[src/verilog/dpc_pkg.sv]
// Package of constants and types for the power state and DLL mode controller
package dpc_pkg;

  // Command strobe encodings {cs_n, ras_n, cas_n, we_n}
  localparam logic [3:0] CMD_MRS     = 4'h0;
  localparam logic [3:0] CMD_REF     = 4'h1;
  localparam logic [3:0] CMD_PRE     = 4'h2;
  localparam logic [3:0] CMD_ACT     = 4'h3;
  localparam logic [3:0] CMD_WR      = 4'h4;
  localparam logic [3:0] CMD_RD      = 4'h5;
  localparam logic [3:0] CMD_ZQ      = 4'h6;
  localparam logic [3:0] CMD_NOP     = 4'h7;
  localparam logic [3:0] CS_DESEL_MASK = 4'h8;

  // Mode register selects and bit positions
  localparam logic [2:0] MR_SEL_0    = 3'h0;
  localparam logic [2:0] MR_SEL_1    = 3'h1;
  localparam logic [2:0] MR_SEL_2    = 3'h2;
  localparam int         MR1_DLL_OFF_BIT = 0;
  localparam int         MR0_DLL_RST_BIT = 8;
  localparam int         MR0_CL_LSB  = 4;
  localparam int         MR2_CWL_LSB = 3;

  // DLL-off only supported latency pair, as encoded values
  localparam logic [3:0] DLL_OFF_CL  = 4'h6;
  localparam logic [3:0] DLL_OFF_CWL = 4'h6;
  localparam logic [3:0] CL_RESET    = 4'h6;
  localparam logic [3:0] CWL_RESET   = 4'h6;
  localparam logic [3:0] AL_RESET    = 4'h0;

  // Timings in clock cycles at 200 MHz (5 ns)
  localparam int         CLK_PERIOD_PS = 5000;
  localparam int         T_MRD_NCK   = 4;
  localparam int         T_MOD_NS    = 15;
  localparam int         T_MOD_CYC   = (T_MOD_NS * 1000 + CLK_PERIOD_PS - 1) / CLK_PERIOD_PS;
  localparam int         T_BURST_CYC = 4;
  localparam int         T_RP_CYC    = 3;
  localparam int         T_XS_NS     = 170;
  localparam int         T_XS_CYC    = (T_XS_NS * 1000 + CLK_PERIOD_PS - 1) / CLK_PERIOD_PS;
  localparam int         T_XP_NS     = 6;
  localparam int         T_XP_CYC    = (T_XP_NS * 1000 + CLK_PERIOD_PS - 1) / CLK_PERIOD_PS;
  localparam int         T_WR_AFTER_SRX_NCK = 512;
  localparam int         TMR_W       = 10;
  localparam int         BANKS       = 8;

  // Power state, one-hot
  typedef enum logic [4:0] {
    ST_IDLE   = 5'b00001,
    ST_ACTIVE = 5'b00010,
    ST_PPD    = 5'b00100,
    ST_APD    = 5'b01000,
    ST_SREF   = 5'b10000
  } dpc_state_type;

endpackage : dpc_pkg

[src/verilog/dpc_power_ctrl.sv]
`timescale 1ns/1ps
// Power state and DLL mode controller of the memory device
// Operation
// RL1: Action chosen from clock-enable at previous and current edge plus current command.
// RL2: Controller holds a new clock-enable level until minimum pulse time less one clock.
// RL3: Controller lowers clock-enable only after register command and update delays.
// RL4: Only no-operation or deselect on power-down entry or exit edge.
// RL5: Falling clock-enable mid operation: precharge power-down if banks closed, else active.
// RL6: No refresh happens during power-down; controller must exit in time.
// RL7: Self-refresh entered only from all-idle with refresh and clock-enable falling.
// RL8: Controller never enters self-refresh during a read or write burst.
// RL9: Idle means banks closed, no burst, clock-enable high, all timings expired.
// RL10: Only no-operation or deselect on the self-refresh exit edge.
// RL11: After self-refresh exit, only no-operation or deselect until exit time passes.
// RL12: After self-refresh exit, no read or termination until DLL-locked exit time.
// RL13: First write no earlier than 512 clocks after self-refresh exit.
// RL14: Controller never produces unlisted state and command combinations.
// RL15: No-operation registers nothing and leaves running operations alone.
// RL16: Deselect ignores command lines; running operations continue.
// RL17: Mode register 1 bit A0 set disables the DLL until cleared.
// RL18: DLL-off mode supports only CAS latency 6 with write latency 6.
// RL19: DLL-off read strobe reference starts at additive plus CAS latency minus one.
// RL20: DLL-off switch: idle, disable bit, wait, self-refresh, clock stop, new frequency.
// RL21: During DLL-off switch, clock-enable high and termination low until updates done.
// RL22: DLL-on switch: exit wait, enable bit, delay, DLL reset, delay, latencies.
// RL23: During DLL-on switch, clock-enable high and termination low until DLL lock.
// RL24: Wait DLL lock, and calibration time if long calibration, before locked commands.
// RL25: Reset pin kept high in normal function, used only for asynchronous reset; this block takes reset active high, synchronous to ref_clk.
module dpc_power_ctrl (
  input  wire logic                    ref_clk,
  input  wire logic                    reset,
  input  wire logic                    cke,
  input  wire logic                    cs_n,
  input  wire logic                    ras_n,
  input  wire logic                    cas_n,
  input  wire logic                    we_n,
  input  wire logic [2:0]              bank_addr,
  input  wire logic [15:0]             addr,
  output logic                         dll_off_q,
  output logic                         dll_reset_req_q,
  output logic                         latency_bad_q,
  output logic [3:0]                   read_strobe_lat_q,
  output dpc_pkg::dpc_state_type       state_q,
  output logic                         idle_q,
  output logic                         refresh_allowed_q,
  output logic                         illegal_cmd_q
);
  import dpc_pkg::*;

  // Decoded command at this edge
  logic is_idle_cmd;
  logic is_mrs;
  logic is_ref;
  logic is_pre;
  logic is_act;
  logic is_wr;
  logic is_rd;

  // Calibration is decoded but carries no timing of its own in this block
  dpc_cmd_decode u_dec (
    .cs_n        (cs_n),
    .ras_n       (ras_n),
    .cas_n       (cas_n),
    .we_n        (we_n),
    .is_idle_cmd (is_idle_cmd),
    .is_mrs      (is_mrs),
    .is_ref      (is_ref),
    .is_pre      (is_pre),
    .is_act      (is_act),
    .is_wr       (is_wr),
    .is_rd       (is_rd),
    .is_zq       ()
  );

  // Command and exit timers shared by the idle test
  logic mod_done;
  logic burst_done;
  logic rp_done;
  logic xs_done;
  logic xp_done;
  logic mod_load;
  logic burst_load;
  logic rp_load;
  logic xs_load;
  logic xp_load;

  dpc_timer u_tmod (
    .ref_clk (ref_clk),
    .reset   (reset),
    .load    (mod_load),
    .value   (TMR_W'(T_MOD_CYC > T_MRD_NCK ? T_MOD_CYC : T_MRD_NCK)),
    .done    (mod_done)
  );

  dpc_timer u_tburst (
    .ref_clk (ref_clk),
    .reset   (reset),
    .load    (burst_load),
    .value   (TMR_W'(T_BURST_CYC)),
    .done    (burst_done)
  );

  dpc_timer u_trp (
    .ref_clk (ref_clk),
    .reset   (reset),
    .load    (rp_load),
    .value   (TMR_W'(T_RP_CYC)),
    .done    (rp_done)
  );

  dpc_timer u_txs (
    .ref_clk (ref_clk),
    .reset   (reset),
    .load    (xs_load),
    .value   (TMR_W'(T_XS_CYC)),
    .done    (xs_done)
  );

  dpc_timer u_txp (
    .ref_clk (ref_clk),
    .reset   (reset),
    .load    (xp_load),
    .value   (TMR_W'(T_XP_CYC)),
    .done    (xp_done)
  );

  // Power state group
  logic             cke_prev_q;
  logic [BANKS-1:0] bank_open_q;
  dpc_state_type    state_d;
  logic             cke_prev_d;
  logic [BANKS-1:0] bank_open_d;
  logic             illegal_d;
  logic             banks_closed;

  assign banks_closed = (bank_open_d == '0);

  // Timer reloads follow the commands that start each timing
  always_comb begin
    mod_load   = is_mrs && cke_prev_q && cke;
    burst_load = (is_rd || is_wr) && cke_prev_q && cke;
    rp_load    = is_pre && cke_prev_q && cke;
    xs_load    = (state_q == ST_SREF) && !cke_prev_q && cke;
    xp_load    = ((state_q == ST_PPD) || (state_q == ST_APD)) && !cke_prev_q && cke;
  end

  // Bank bookkeeping and state decision from both clock-enable samples
  always_comb begin
    state_d     = state_q;
    cke_prev_d  = cke;
    bank_open_d = bank_open_q;
    illegal_d   = 1'b0;
    if (cke_prev_q && cke) begin
      if (is_act) begin
        bank_open_d[bank_addr] = 1'b1;
      end else if (is_pre) begin
        if (addr[10]) begin
          bank_open_d = '0;
        end else begin
          bank_open_d[bank_addr] = 1'b0;
        end
      end
    end
    unique case (state_q)
      ST_IDLE, ST_ACTIVE: begin
        if (cke_prev_q && !cke) begin // RL1
          if (is_ref && state_q == ST_IDLE && idle_q) begin
            state_d = ST_SREF; // RL7
          end else if (is_idle_cmd) begin
            state_d = banks_closed ? ST_PPD : ST_APD; // RL5
          end else begin
            illegal_d = 1'b1; // RL14
          end
        end else if (cke_prev_q && cke) begin
          state_d = banks_closed ? ST_IDLE : ST_ACTIVE;
        end else if (cke && !is_idle_cmd) begin
          illegal_d = 1'b1; // RL14
        end
      end
      ST_PPD, ST_APD: begin
        if (!cke_prev_q && cke) begin // RL1
          if (is_idle_cmd) begin
            state_d = banks_closed ? ST_IDLE : ST_ACTIVE;
          end else begin
            illegal_d = 1'b1; // RL4
          end
        end
      end
      ST_SREF: begin
        if (!cke_prev_q && cke) begin
          if (is_idle_cmd) begin
            state_d = ST_IDLE;
          end else begin
            illegal_d = 1'b1; // RL10
          end
        end
      end
    endcase
  end

  always_ff @(posedge ref_clk) begin
    if (reset) begin
      state_q       <= ST_IDLE;
      cke_prev_q    <= 1'b0;
      bank_open_q   <= '0;
      illegal_cmd_q <= 1'b0;
    end else begin
      state_q       <= state_d;
      cke_prev_q    <= cke_prev_d;
      bank_open_q   <= bank_open_d;
      illegal_cmd_q <= illegal_d;
    end
  end

  // Idle and refresh status group
  logic idle_d;
  logic refresh_allowed_d;

  // Idle needs every timing expired, not just banks closed
  // A timer loading on this edge still reads done, so its load must block idle too
  always_comb begin
    idle_d = (state_d == ST_IDLE) && cke && mod_done && burst_done && rp_done
             && xs_done && xp_done && !mod_load && !burst_load && !rp_load
             && !xs_load && !xp_load; // RL9
    refresh_allowed_d = !((state_d == ST_PPD) || (state_d == ST_APD)); // RL6
  end

  always_ff @(posedge ref_clk) begin
    if (reset) begin
      idle_q            <= 1'b0;
      refresh_allowed_q <= 1'b1;
    end else begin
      idle_q            <= idle_d;
      refresh_allowed_q <= refresh_allowed_d;
    end
  end

  // DLL mode and latency group
  logic       dll_off_d;
  logic       dll_reset_req_d;
  logic       latency_bad_d;
  logic [3:0] cl_q;
  logic [3:0] cwl_q;
  logic [3:0] al_q;
  logic [3:0] cl_d;
  logic [3:0] cwl_d;
  logic [3:0] al_d;
  logic [3:0] read_strobe_lat_d;

  // Mode writes only take effect on a registered command with clock-enable high
  always_comb begin
    dll_off_d       = dll_off_q;
    cl_d            = cl_q;
    cwl_d           = cwl_q;
    al_d            = al_q;
    dll_reset_req_d = 1'b0;
    if (mod_load) begin
      unique case (bank_addr)
        MR_SEL_1: begin
          dll_off_d = addr[MR1_DLL_OFF_BIT]; // RL17
          al_d      = {2'h0, addr[4:3]};
        end
        MR_SEL_0: begin
          cl_d            = addr[MR0_CL_LSB +: 4];
          dll_reset_req_d = addr[MR0_DLL_RST_BIT]; // RL22
        end
        MR_SEL_2: begin
          cwl_d = {1'b0, addr[MR2_CWL_LSB +: 3]};
        end
        default: begin
          dll_off_d = dll_off_q;
        end
      endcase
    end
    // Flagged, not corrected: the device cannot fix a bad controller setting
    latency_bad_d = dll_off_d && ((cl_d != DLL_OFF_CL) || (cwl_d != DLL_OFF_CWL)); // RL18
    // Strobe reference one clock earlier with the DLL off
    read_strobe_lat_d = dll_off_d ? 4'(al_d + cl_d - 4'h1) : 4'(al_d + cl_d); // RL19
  end

  always_ff @(posedge ref_clk) begin
    if (reset) begin
      dll_off_q         <= 1'b0;
      dll_reset_req_q   <= 1'b0;
      latency_bad_q     <= 1'b0;
      read_strobe_lat_q <= 4'(AL_RESET + CL_RESET);
      cl_q              <= CL_RESET;
      cwl_q             <= CWL_RESET;
      al_q              <= AL_RESET;
    end else begin
      dll_off_q         <= dll_off_d;
      dll_reset_req_q   <= dll_reset_req_d;
      latency_bad_q     <= latency_bad_d;
      read_strobe_lat_q <= read_strobe_lat_d;
      cl_q              <= cl_d;
      cwl_q             <= cwl_d;
      al_q              <= al_d;
    end
  end

endmodule : dpc_power_ctrl

[src/verilog/dpc_timer.sv]
`timescale 1ns/1ps
// Loadable down-counter reporting when a timing has expired
module dpc_timer (
  input  wire logic                       ref_clk,
  input  wire logic                       reset,
  input  wire logic                       load,
  input  wire logic [dpc_pkg::TMR_W-1:0]  value,
  output logic                            done
);
  import dpc_pkg::*;

  logic [TMR_W-1:0] cnt_q;
  logic [TMR_W-1:0] cnt_d;

  // Next count: reload wins over counting down
  always_comb begin
    cnt_d = cnt_q;
    if (load) begin
      cnt_d = value;
    end else if (cnt_q != '0) begin
      cnt_d = cnt_q - 1'b1;
    end
  end

  always_ff @(posedge ref_clk) begin
    if (reset) begin
      cnt_q <= '0;
    end else begin
      cnt_q <= cnt_d;
    end
  end

  assign done = (cnt_q == '0);

endmodule : dpc_timer

[src/verilog/dpc_cmd_decode.sv]
`timescale 1ns/1ps
// Command strobe decoder; deselect and no-operation register nothing
module dpc_cmd_decode (
  input  wire logic       cs_n,
  input  wire logic       ras_n,
  input  wire logic       cas_n,
  input  wire logic       we_n,
  output logic            is_idle_cmd,
  output logic            is_mrs,
  output logic            is_ref,
  output logic            is_pre,
  output logic            is_act,
  output logic            is_wr,
  output logic            is_rd,
  output logic            is_zq
);
  import dpc_pkg::*;

  logic [3:0] code;

  // Chip select high masks the other strobes entirely
  always_comb begin
    code        = {cs_n, ras_n, cas_n, we_n};
    is_idle_cmd = cs_n || (code == CMD_NOP); // RL15 RL16
    is_mrs      = !cs_n && (code == CMD_MRS);
    is_ref      = !cs_n && (code == CMD_REF);
    is_pre      = !cs_n && (code == CMD_PRE);
    is_act      = !cs_n && (code == CMD_ACT);
    is_wr       = !cs_n && (code == CMD_WR);
    is_rd       = !cs_n && (code == CMD_RD);
    is_zq       = !cs_n && (code == CMD_ZQ);
  end

endmodule : dpc_cmd_decode

[config.mk]
export PLATFORM = sky130hd
export DESIGN_NAME = dpc_power_ctrl
export DESIGN_NICKNAME = d
export VERILOG_FILES = /design/src/verilog/dpc_pkg.sv /design/src/verilog/dpc_power_ctrl.sv /design/src/verilog/dpc_timer.sv /design/src/verilog/dpc_cmd_decode.sv
export SDC_FILE = /design/constraint.sdc
export NUM_CORES = 1
export LEC_CHECK = 0
export BUFFER_PORTS_ARGS = -buffer_cell sky130_fd_sc_hd__buf_2
export CAP_MARGIN = 15
export CORE_MARGIN = 3
export CORE_UTILIZATION = 35
export CTS_BUF_LIST = sky130_fd_sc_hd__clkbuf_16
export DETAILED_ROUTE_END_ITERATION = 8
export PLACE_DENSITY = 0.49
export SLEW_MARGIN = 20
export SYNTH_ARGS = -nofsm -noshare
export SYNTH_HDL_FRONTEND = slang
export SYNTH_SLANG_ARGS = --single-unit
export TNS_END_PERCENT = 20
[constraint.sdc]
create_clock -name ref_clk -period 4 [get_ports ref_clk]
set_input_delay 0.8 -clock ref_clk [delete_from_list [all_inputs] [get_ports ref_clk]]
set_output_delay 0.8 -clock ref_clk [all_outputs]
set_load 0.005 [all_outputs]
Yosys cells after proc, flatten, opt, wreduce, memory -nomap -nowiden
Cells that the tools add are included.
{"block": "word_totals", "output_inout_bits": 15, "ff_bits": 86, "wordCells": 175}
{"block": "classes", "n_bitwise": 5, "n_lt_le_gt_ge": 2, "reduce_logical": 77, "addsub": 7, "n_mux": 43, "eq_ne": 18}
{"op": "$logic_not 10->1", "n": 5}
{"op": "$reduce_bool 10->1", "n": 5}
{"op": "$sub 10x1->10 const B", "n": 5}
{"op": "$mux 5", "n": 8}
{"op": "$logic_and 1x1->1", "n": 35}
{"op": "$mux 4", "n": 8}
{"op": "$mux 8", "n": 4}
{"op": "$pmux 5 s3", "n": 1}
{"op": "$reduce_or 2->1", "n": 7}
{"op": "$eq 4x3->1 const B", "n": 3}
{"op": "$mux 3", "n": 4}
{"op": "$mux 6", "n": 2}
{"op": "$eq 5x1->1 const B", "n": 2}
{"op": "$eq 5x3->1 const B", "n": 2}
{"op": "$eq 5x4->1 const B", "n": 2}
{"op": "$logic_not 1->1", "n": 10}
{"op": "$mux 2", "n": 5}
{"op": "$reduce_bool 2->1", "n": 5}
{"op": "$mux 1", "n": 9}
{"op": "$and 8x8->8", "n": 1}
{"op": "$eq 4x2->1 const B", "n": 2}
{"op": "$logic_not 8->1", "n": 1}
{"op": "$ne 4x3->1 const B", "n": 2}
{"op": "$not 8->8", "n": 1}
{"op": "other kinds (17)", "n": 23}

Logic depth before layout (Yosys ltp)
Gate-level depths: netlist of run 1.
{"block": "depth", "word_depth": 28, "ltp_mapped": 13}

Hierarchy
From an unflattened synthesis of run 1, not the netlist that was laid out.
{"block": "unflattened", "cells_unflattened": 603, "hier_area_um2": 5099.9}
{"mod": "dpc_power_ctrl", "instances": 1, "cells_per_inst": 230, "area_per_inst_um2": 1968.1}
{"mod": "dpc_timer at u_tburst ...", "instances": 3, "cells_per_inst": 73, "area_per_inst_um2": 613.1}
{"mod": "dpc_timer at u_txp ...", "instances": 2, "cells_per_inst": 73, "area_per_inst_um2": 606.8}
{"mod": "dpc_cmd_decode", "instances": 1, "cells_per_inst": 8, "area_per_inst_um2": 78.8}

Worst setup path after synthesis of run 1
OpenSTA, ideal clock, no wires.
{"block": "synth_timing", "path_kind": "input port to flip-flop", "startpoint": "in cke", "endpoint": "reg read_strobe_lat_q[1]", "required_time_ns": 3.877, "t_arrival_ns": 3.130, "setup_ns": 0.123, "path_buffers": 1, "setup_slack_ns": 0.746, "cell_stages": 11, "path_cell_list": "clkbuf_1 -> and4bb_2 -> nand3_1 -> a21oi_1 -> inv_1 -> ha_1 -> fa_1 -> inv_1 -> ha_1 -> mux2i_1 -> or2_2"}
{"block": "synth_between", "elab_chain_len": 5, "elab_cells_between_ends": 7}
{"element": "start, declared", "line_no": "dpc_power_ctrl.sv:32", "source": "input wire logic cke,"}
{"element": "$logic_and 1x1->1 (*)", "line_no": "dpc_power_ctrl.sv:140", "source": "mod_load = is_mrs && cke_prev_q && cke;"}
{"element": "$mux 4 (*)", "line_no": "dpc_power_ctrl.sv:257", "source": "if (mod_load) begin"}
{"element": "net cl_d[0]", "line_no": "dpc_power_ctrl.sv:245", "source": "logic [3:0] cl_d;"}
{"element": "$add 4x4->4 (*)", "line_no": "dpc_power_ctrl.sv:278", "source": "read_strobe_lat_d = dll_off_d ? 4'(al_d + cl_d - 4'h1) : 4'(al_d + cl_d);"}
{"element": "$sub 4x1->4", "line_no": "dpc_power_ctrl.sv:278"}
{"element": "$mux 4 (*)", "line_no": "dpc_power_ctrl.sv:278"}
{"element": "end signal, assigned", "line_no": "dpc_power_ctrl.sv:286", "source": "read_strobe_lat_q <= 4'(AL_RESET + CL_RESET);"}
{"element": "end signal, assigned", "line_no": "dpc_power_ctrl.sv:294", "source": "read_strobe_lat_q <= read_strobe_lat_d;"}
{"element": "end, declared", "line_no": "dpc_power_ctrl.sv:42", "source": "output logic [3:0] read_strobe_lat_q,"}
Mark *: on every way through the listed nets, which the timed path passes. The rest lies on a longest branch.
A chain may end at the register's enable or synchronous reset.

Worst setup path in the final report of run 1
{"block": "layout_timing", "startpoint": "in bank_addr[0]", "endpoint": "reg read_strobe_lat_q[1]"}
{"block": "layout_between", "elab_chain_len": 6, "elab_cells_between_ends": 11}
{"element": "start, declared", "line_no": "dpc_power_ctrl.sv:37", "source": "input wire logic [2:0] bank_addr,"}
{"element": "$logic_not 3->1 (*)", "line_no": "dpc_power_ctrl.sv:258", "source": "unique case (bank_addr)"}
{"element": "$mux 4 (*)", "line_no": "dpc_power_ctrl.sv:258"}
{"element": "$mux 4 (*)", "line_no": "dpc_power_ctrl.sv:257"}
{"element": "net cl_d[0]", "line_no": "dpc_power_ctrl.sv:245"}
{"element": "$add 4x4->4 (*)", "line_no": "dpc_power_ctrl.sv:278"}
{"element": "$sub 4x1->4", "line_no": "dpc_power_ctrl.sv:278"}
{"element": "$mux 4 (*)", "line_no": "dpc_power_ctrl.sv:278"}
Marks and branches as above.

==> flow_metrics.env, run 1 <==
export IMPL_async_flop_share=0
export IMPL_synth_fp_nets=526
export IMPL_tightest_slew_ns=0.744
export IMPL_required_ns=4.23
export IMPL_slowest_stage="fa_1"
export IMPL_r2r_slack_ns=0.95
export IMPL_status="complete, no violations"
export IMPL_routed_wl_um=9120
export IMPL_ys_types=55
export IMPL_reg2reg_depth=10
export IMPL_drtAntennaViolNets=0
export IMPL_top_usage_layer="met2"
export IMPL_fill_cells=1147
export IMPL_path_delay_family="adder cells"
export IMPL_period_share=0.797
export IMPL_finalSetupViolCount=0
export IMPL_drcViolationCount=0
export IMPL_regArea_um2=1720
export IMPL_slew_violations=0
export IMPL_gp_congestion=0.855
export IMPL_avgSynthCellArea_um2=8.57
export IMPL_initial_core_util=0.363
export IMPL_overflow=0
export IMPL_synth_common_cells="dfxtp_1 (86), nor2_1 (64), a21oi_1 (27)"
export IMPL_clock_latency_ns=0.34
export IMPL_cts_max_level=3
export IMPL_die_x_um=116
export IMPL_clkTransAtPathRegs_ns=0.06
export IMPL_path_class="input port to register"
export IMPL_viasPerCell=5.15
export IMPL_grt_use_met1=0.185
export IMPL_multi_input_area_um2=2310
export IMPL_p_per_area_nw_per_um2=675
export IMPL_ios=41
export IMPL_syn_to_final_growth_pct=14.2
export IMPL_critPathBufInv=3
export IMPL_final_nets=549
export IMPL_met2_usage=0.221
export IMPL_post_dp_hpwl_um=6580
export IMPL_crit_arrival_ns=3.42
export IMPL_cp_max_fo=10
export IMPL_port_buffers=32
export IMPL_gr_usage_met3=0.0512
export IMPL_maxCapViolations=0
export IMPL_whs_path_depth=1
export IMPL_grt_pass1_wl_um=15000
export IMPL_ir_drop_uv=254
export IMPL_cts_setup_buffers=0
export IMPL_worst_path_stages=11
export IMPL_synth_seq_area_share=0.410
export IMPL_grt_usage=0.142
export IMPL_end_kind="register"
export IMPL_skew_ns=0.00322
export IMPL_n_antenna_cell=0
export IMPL_root_buffer="clkbuf_16"
export IMPL_fin_crit_ns=3.19
export IMPL_max_slew_margin_rel=0.500
export IMPL_yosys_top_cells_area="dfxtp_1 (41%), nor2_1 (5.7%), xnor2_1 (4.4%), a21oi_1 (3.2%), ha_1 (2.7%)"
export IMPL_wl_per_cell_um=13.8
export IMPL_hold_buffers=0
export IMPL_postCtsResizedCells=0
export IMPL_syn_inst=490
export IMPL_clockBufferDepth=2
export IMPL_rsz0062_at_grt="false"
export IMPL_ys_seq_elements=86
export IMPL_synth_edf_count=0
export IMPL_core_area_um2=11600
export IMPL_antenna_found_initial=0
export IMPL_fin_util=0.415
export IMPL_synth_top_area_frac=0.410
export IMPL_fmax_mhz=314
export IMPL_tns_ns=0
export IMPL_drive_gt1_frac=0.124
export IMPL_drt_first_pass_iters=4
export IMPL_die_area_um2=13400
export IMPL_vias=3397
export IMPL_yosys_warnings=0
export IMPL_syn_cell_area_um2=4200
export IMPL_yosys_area_top_type="dfxtp_1"
export IMPL_grt_max_degree=46
export IMPL_cpPeakStageDelay_ns=0.52
export IMPL_startpoint_type="input port"
export IMPL_tritoncts="yes"
export IMPL_crit_chain="buf_2 -> nor3_1 -> nand3_1 -> a21oi_1 -> inv_1 -> ha_1 -> fa_1 -> inv_1 -> ha_1 -> mux2i_1 -> or2_2"
export IMPL_first_global_vias=3093
export IMPL_hold_viol=0
export IMPL_first_iter_violations=156
export IMPL_die_h_um=116
export IMPL_leakage_uw=0.00196
export IMPL_clock_sinks=86
export IMPL_cts_inserted_buffers=9
export IMPL_rows=39
export IMPL_synth_most_common_cell="dfxtp_1"
export IMPL_synth_main_ff_cell="dfxtp_1"
export IMPL_hp_class="register to register"
[stage by stage]
stage | instances | area [um^2] | hold slack, ns | power (uW) | setup WS, ns
6_report | 660 | 4800 | 0.473 | 3240 | 0.811
5_1_grt | 660 | 4800 | 0.488 | 3490 | 0.527
2_1_floorplan | 490 | 4200 | 0.435 | 2130 | 0.746
3_5_place_dp | 645 | 4470 | 0.457 | 2320 | 0.455
4_1_cts | 660 | 4800 | 0.473 | 3280 | 0.805
3_3_place_gp | 645 | 4470 | 0.450 | 2300 | 0.451
[cells by family after synthesis]
family                   after synthesis  share of synthesized area
multiplexers                          15                     0.0375
XOR/XNOR                              31                     0.0679
AND/OR/NAND/NOR                      226                      0.297
buffers and inverters                 44                     0.0399
adder cells (fa/ha/maj)               10                     0.0316
flip-flops                            86                      0.410
AO/OA/AOI/OAI                         78                      0.116
[per-layer routing]
layer | part of all wire | wire length (um)
met1 | 0.49 | 4480
met2 | 0.45 | 4140
met3 | 0.039 | 359
met4 | 0.015 | 133
met5 | 0 | 0
[power breakdown]
group / internal (uW) / total (uW) / switching (uW)
Sequential: 1040 / 1190 / 155
Combinational: 532 / 1110 / 582
Clock: 601 / 933 / 332
Total: 2170 / 3240 / 1070
[placed cells by master (no fill, tap or decap), types with 3 or more instances in the layout]
| cell | synthesis | routed |
|---|---|---|
| dfxtp_1 | 86 | 86 |
| nor2_1 | 64 | 64 |
| buf_2 | 2 | 32 |
| a21oi_1 | 27 | 27 |
| nand2_1 | 26 | 26 |
| inv_1 | 22 | 23 |
| xnor2_1 | 21 | 21 |
| nor3_1 | 19 | 19 |
| o21ai_0 | 16 | 16 |
| nand3_1 | 13 | 13 |
| nand2b_1 | 12 | 12 |
| nor4_1 | 11 | 11 |
| nor2b_1 | 11 | 11 |
| nor3b_1 | 10 | 10 |
| or4_1 | 9 | 9 |
| xor2_1 | 9 | 9 |
| mux2i_1 | 9 | 9 |
| ha_1 | 9 | 9 |
| clkbuf_16 | 0 | 9 |
| or3_1 | 8 | 8 |
| nand4_1 | 7 | 7 |
| o211ai_1 | 7 | 7 |
| mux2_2 | 6 | 6 |
| nand3b_1 | 6 | 6 |
| a31oi_1 | 5 | 5 |
| and2_1 | 5 | 5 |
| and3b_1 | 4 | 4 |
| a22oi_1 | 4 | 4 |
| nor4b_1 | 3 | 3 |
| and3_1 | 3 | 3 |
| a2bb2oi_1 | 3 | 3 |
| o22ai_1 | 3 | 3 |
| bufinv_16 | 0 | 3 |
[final timing paths]
kind                               end         start
hold / removal                cwl_q[1]      cwl_q[1]
setup reg to reg  read_strobe_lat_q[1]    cke_prev_q
setup / recovery  read_strobe_lat_q[1]  bank_addr[0]
hold reg to reg               cwl_q[1]      cwl_q[1]
[final cells by class]
cell class                      count  area share
Sequential cell                    86       0.359
Clock inverter                      6      0.0214
Inverter                           22      0.0172
Timing Repair Buffer               34      0.0365
Tap cell                          143      0.0373
Clock buffer                        9      0.0469
Multi-Input combinational cell    360       0.482
[worst register-to-register path, stage by stage, from the launching register on]
cell and delay [ns]:
dfxtp_1 0.54, and4bb_2 0.33, nand3_1 0.27, a21oi_1 0.32
inv_1 0.07, ha_1 0.22, fa_1 0.52, inv_1 0.06
ha_1 0.27, mux2i_1 0.05, or2_2 0.28
[sequential cells by signal, indices dropped and copies added (netlist names), 4 cells and up]
signal / flops
u_tmod.cnt_q: 10
u_txp.cnt_q: 10
u_txs.cnt_q: 10
al_q: 4
cl_q: 4
cwl_q: 4
bank_open_q: 8
u_tburst.cnt_q: 10
read_strobe_lat_q: 4
u_trp.cnt_q: 10
state_q: 5
Note: power is estimated with default switching activity, not from simulation.
==> run 2, diff against run 1 <==
- PLACE_DENSITY: 0.49 -> 0.51
- clock period: 4 -> 2.93 ns (I/O delays scaled with it)
==> flow_metrics.env, run 2 (same netlist as run 1, synthesis figures left out) <==
export IMPL_root_buffer="clkbuf_16"
export IMPL_clock_sinks=86
export IMPL_routed_wl_um=9240
export IMPL_drt_first_pass_iters=5
export IMPL_crit_arrival_ns=2.83
export IMPL_cts_inserted_buffers=9
export IMPL_clock_latency_ns=0.34
export IMPL_overflow=0
export IMPL_n_antenna_cell=0
export IMPL_fin_ws_ns=0.329
export IMPL_ios=41
export IMPL_drive_gt1_frac=0.171
export IMPL_finalSetupViolCount=0
export IMPL_postCtsResizedCells=0
export IMPL_most_common_layout_cells="dfxtp_1 (86), nor2_1 (64), buf_2 (32)"
export IMPL_initial_core_util=0.363
export IMPL_cts_max_level=3
export IMPL_critPathBufInv=3
export IMPL_antenna_found_initial=0
export IMPL_core_area_um2=11600
export IMPL_post_dp_hpwl_um=6630
export IMPL_max_slew_margin_rel=0.642
export IMPL_grt_usage=0.150
export IMPL_vias=3527
export IMPL_leakage_uw=0.00206
export IMPL_port_buffers=32
export IMPL_rows=39
export IMPL_fin_crit_ns=2.60
export IMPL_cts_setup_buffers=0
export IMPL_clockBufferDepth=2
export IMPL_wl_per_cell_um=13.5
export IMPL_maxCapViolations=0
export IMPL_status="complete, no violations"
export IMPL_final_nets=574
export IMPL_skew_ns=0.00761
export IMPL_pre_cts_ws_ns=-0.0215
export IMPL_required_ns=3.16
export IMPL_tightest_slew_ns=0.534
export IMPL_path_delay_family="adder cells"
export IMPL_path_class="input port to register"
export IMPL_period_share=0.888
export IMPL_slew_violations=0
export IMPL_tritoncts="yes"
export IMPL_slowest_stage="fa_1"
export IMPL_first_global_vias=3354
export IMPL_ir_drop_uv=347
export IMPL_cpPeakStageDelay_ns=0.52
export IMPL_hp_class="register to register"
export IMPL_hold_viol=0
export IMPL_viasPerCell=5.14
export IMPL_cp_max_fo=5
export IMPL_gp_congestion=0.881
export IMPL_first_iter_violations=168
export IMPL_grt_pass1_wl_um=15900
export IMPL_syn_to_final_growth_pct=17.6
export IMPL_rsz0062_at_grt="false"
export IMPL_die_h_um=116
export IMPL_finalPower_uw=4210
export IMPL_drcViolationCount=0
export IMPL_p_per_area_nw_per_um2=852
export IMPL_clkTransAtPathRegs_ns=0.06
export IMPL_end_kind="register"
export IMPL_hold_buffers=0
export IMPL_crit_chain="buf_2 -> nor3_2 -> nand3_2 -> a21oi_2 -> inv_1 -> ha_1 -> fa_1 -> inv_1 -> ha_1 -> mux2i_1 -> or2_2"
export IMPL_fmax_mhz=385
export IMPL_startpoint_type="input port"
export IMPL_die_x_um=116
export IMPL_final_common_cell="dfxtp_1"
export IMPL_grt_max_degree=46
export IMPL_die_area_um2=13400
export IMPL_drtAntennaViolNets=0
==> run 2: cell types whose count changed in the layout (fill, tap and decap cells not counted) <==
| cell | change |
|---|---|
| nor3_1 | -1 |
| a21oi_1 | -1 |
| clkinv_1 | +1 |
| a21oi_2 | +1 |
| clkinv_2 | +1 |
| inv_1 | +1 |
| nand3_2 | +2 |
| clkinv_4 | +1 |
| nor3b_1 | -1 |
| nor3_2 | +1 |
| nand3_1 | -2 |
| nor3b_2 | +1 |
| buf_4 | +25 |
| bufinv_16 | -3 |
==> run 2: layout make-up <==
class / count / area (um^2)
fillers: 1157 / 6630
multi-input cells: 360 / 2330
flip-flops and latches: 86 / 1720
repair buffers: 59 / 363
clock buffers: 9 / 225
well taps: 143 / 179
inverters: 22 / 82.6
clock inverters: 7 / 33.8
==> run 2: path summary, 6_finish.rpt <==
path                 from              endpoint  slack [ns]  cells past startpoint
max          bank_addr[0]  read_strobe_lat_q[1]        0.33                     11
min               al_q[3]               al_q[3]        0.47                      2
max reg2reg    cke_prev_q  read_strobe_lat_q[1]        0.42                     10
min reg2reg       al_q[3]               al_q[3]        0.47                      2
==> run 2: metrics by stage <==
step / area [um^2] / instances / TNS (ns) / util / hold slack (ns)
finish: 4940 / 686 / 0 / 0.427 / 0.465
global route: 4940 / 686 / 0 / 0.427 / 0.484
CTS: 4940 / 686 / 0 / 0.427 / 0.469
detailed placement: 4680 / 670 / -0.0215 / 0.405 / 0.460
global placement: 4680 / 670 / -0.0150 / 0.405 / 0.444
floorplan: 4230 / 490 / 0 / - / 0.435
==> run 2: routing by layer <==
metal	track usage	share of wire	vias up
met2	0.239	0.46	65
met4	0.0532	0.016	0
met3	0.0454	0.044	11
li1	-	-	1829
met1	0.192	0.48	1622
met5	0	0	-
==> run 2: worst reg2reg max path: stages (launching register included) <==
cell and delay (ns):
dfxtp_1 0.33, and4bb_2 0.28, nand3_2 0.16, a21oi_2 0.20, inv_1 0.05, ha_1 0.22, fa_1 0.52, inv_1 0.07
ha_1 0.27, mux2i_1 0.05, or2_2 0.26
==> run 2: report_power, final <==
part	switching, uW	internal [uW]
clock	444	560
combinational	811	769
sequential	207	1420
==> run 3, diff against run 2 <==
- ABC_AREA: unset -> 1
==> flow_metrics.env, run 3 <==
export IMPL_rows=39
export IMPL_avgSynthCellArea_um2=6.90
export IMPL_hold_buffers=0
export IMPL_hold_viol=0
export IMPL_clkTransAtPathRegs_ns=0.06
export IMPL_cts_max_level=3
export IMPL_synth_main_ff_cell="dfxtp_1"
export IMPL_final_nets=696
export IMPL_tns_ns=0
export IMPL_final_common_cell="nand2_1"
export IMPL_ir_drop_uv=381
export IMPL_required_ns=3.18
export IMPL_timing_rr_start="cke_prev_q"
export IMPL_fin_crit_ns=2.64
export IMPL_port_buffers=32
export IMPL_cp_startpoint="cke_prev_q"
export IMPL_yosys_area_top_type="dfxtp_1"
export IMPL_routed_wl_um=9320
export IMPL_leakage_uw=0.00234
export IMPL_fmax_mhz=378
export IMPL_grt_usage=0.150
export IMPL_drive_gt1_frac=0.110
export IMPL_hold_end="al_q[2]"
export IMPL_synth_fp_nets=651
export IMPL_finalSetupViolCount=0
export IMPL_drt_first_pass_iters=4
export IMPL_startpoint_type="register"
export IMPL_clock_sinks=86
export IMPL_core_area_um2=11600
export IMPL_syn_to_final_growth_pct=15.8
export IMPL_ios=41
export IMPL_synth_top_area_frac=0.406
export IMPL_max_slew_margin_rel=0.654
export IMPL_power_frac_comb=0.361
export IMPL_n_antenna_cell=0
export IMPL_grt_pass1_wl_um=16100
export IMPL_root_buffer="clkbuf_16"
export IMPL_p_per_area_nw_per_um2=890
export IMPL_r2r_end="read_strobe_lat_q[3]"
export IMPL_initial_core_util=0.365
export IMPL_tritoncts="yes"
export IMPL_die_x_um=116
export IMPL_first_iter_violations=169
export IMPL_gp_congestion=0.833
export IMPL_clock_latency_ns=0.34
export IMPL_die_area_um2=13500
export IMPL_synth_common_cells="nand2_1 (129), nor2_1 (107), dfxtp_1 (86)"
export IMPL_synth_most_common_cell="nand2_1"
export IMPL_synth_seq_area_share=0.406
export IMPL_drtAntennaViolNets=0
export IMPL_synth_edf_count=0
export IMPL_syn_cell_area_um2=4240
export IMPL_yosys_top_cells_area="dfxtp_1 (41%), nand2_1 (11%), nor2_1 (9.5%), inv_1 (7.4%), a21oi_1 (4.5%)"
export IMPL_whs_path_depth=2
export IMPL_r2r_slack_ns=0.29
export IMPL_ys_types=39
export IMPL_viasPerCell=4.72
export IMPL_cts_setup_buffers=0
export IMPL_power_switching_share=0.363
export IMPL_post_dp_hpwl_um=7200
export IMPL_first_global_vias=3604
export IMPL_p_clk_frac=0.268
export IMPL_syn_inst=615
export IMPL_rsz0062_at_grt="false"
export IMPL_clockBufferDepth=2
export IMPL_async_flop_share=0
export IMPL_yosys_warnings=0
export IMPL_reg2reg_depth=14
export IMPL_end_kind="register"
export IMPL_maxCapViolations=0
export IMPL_tightest_slew_ns=0.515
export IMPL_power_frac_seq=0.371
export IMPL_slew_violations=0
export IMPL_status="complete, no violations"
export IMPL_p_sw_uw=1590
export IMPL_overflow=0
export IMPL_cp_max_fo=6
export IMPL_vias=3811
export IMPL_crit_arrival_ns=2.89
export IMPL_grt_max_degree=20
export IMPL_internal_power_uw=2780
export IMPL_wl_per_cell_um=11.5
export IMPL_hp_class="register to register"
export IMPL_path_class="register to register"
export IMPL_drcViolationCount=0
export IMPL_antenna_found_initial=0
export IMPL_cts_inserted_buffers=9
export IMPL_holdWs_ns=0.449
export IMPL_die_h_um=116
export IMPL_most_common_layout_cells="nand2_1 (129), nor2_1 (107), dfxtp_1 (86)"
export IMPL_period_share=0.903
export IMPL_postCtsResizedCells=0
export IMPL_ys_seq_elements=86
export IMPL_skew_ns=0.00596
export IMPL_hp_start="al_q[2]"
run 3: layout make-up:
| cell class | instances | area [um^2] |
|---|---|---|
| Tap cell | 143 | 179 |
| Multi-Input combinational cell | 437 | 2170 |
| Fill cell | 1194 | 6700 |
| Sequential cell | 86 | 1720 |
| Clock inverter | 7 | 80.1 |
| Timing Repair Buffer | 39 | 213 |
| Clock buffer | 9 | 225 |
| Inverter | 87 | 329 |
run 3: critical path, stage by stage (launching register included):
cell     delay, ns
dfxtp_1       0.41
nand2_2       0.11
inv_4         0.07
nand4_1       0.11
inv_2         0.14
nand2_2       0.11
nand2_1       0.08
o21a_1        0.14
inv_1         0.05
ha_1          0.22
fa_1          0.38
xnor2_1       0.22
nand3_1       0.13
o21a_1        0.19
nor3_1        0.19
run 3: stage by stage:
| step | area, um^2 | setup slack [ns] | instances | total power [uW] | util |
|---|---|---|---|---|---|
| 3_5_place_dp | 4610 | -0.0515 | 792 | 3230 | 0.397 |
| 4_1_cts | 4910 | 0.264 | 808 | 4430 | 0.423 |
| 6_report | 4910 | 0.285 | 808 | 4370 | 0.423 |
| 3_3_place_gp | 4610 | 0.0363 | 792 | 3200 | 0.397 |
| 2_1_floorplan | 4240 | 0.277 | 615 | 2910 | - |
| 5_1_grt | 4910 | 0.00228 | 808 | 4780 | 0.423 |
run 3: kinds of logic after synthesis:
kind of cell    count (synthesis)  synth area share
buf+inv                        92            0.0837
mux                             2           0.00501
fa+ha+maj                      10            0.0313
simple gates                  325             0.327
xor+xnor                       23            0.0475
flops                          86             0.406
compound gates                 77            0.0996
run 3: power groups by stage:
stage / logic (uW) / registers, uW / clock network (uW)
global placement: 1560 / 1640 / 0
detailed placement: 1580 / 1640 / 0
CTS: 1590 / 1620 / 1210
floorplan: 1300 / 1610 / 0
finish: 1580 / 1620 / 1170
global route: 1850 / 1670 / 1270
run 3: metal layers:
metal	vias to the layer above	wire (um)	track usage
li1	2042	-	-
met1	1698	4780	0.194
met2	62	4010	0.240
met3	9	418	0.0503
met4	0	118	0.0402
met5	-	0	0
run 3: worst max path at each step:
| stage | end | slack [ns] | depth (start not counted) |
|---|---|---|---|
| floorplan | read_strobe_lat_q[3] | 0.28 | 14 |
| global placement | read_strobe_lat_q[3] | 0.04 | 14 |
| detailed placement | read_strobe_lat_q[3] | -0.05 | 14 |
| CTS | read_strobe_lat_q[3] | 0.26 | 14 |
| global route | read_strobe_lat_q[3] | 0.002 | 14 |
| finish | read_strobe_lat_q[3] | 0.29 | 14 |
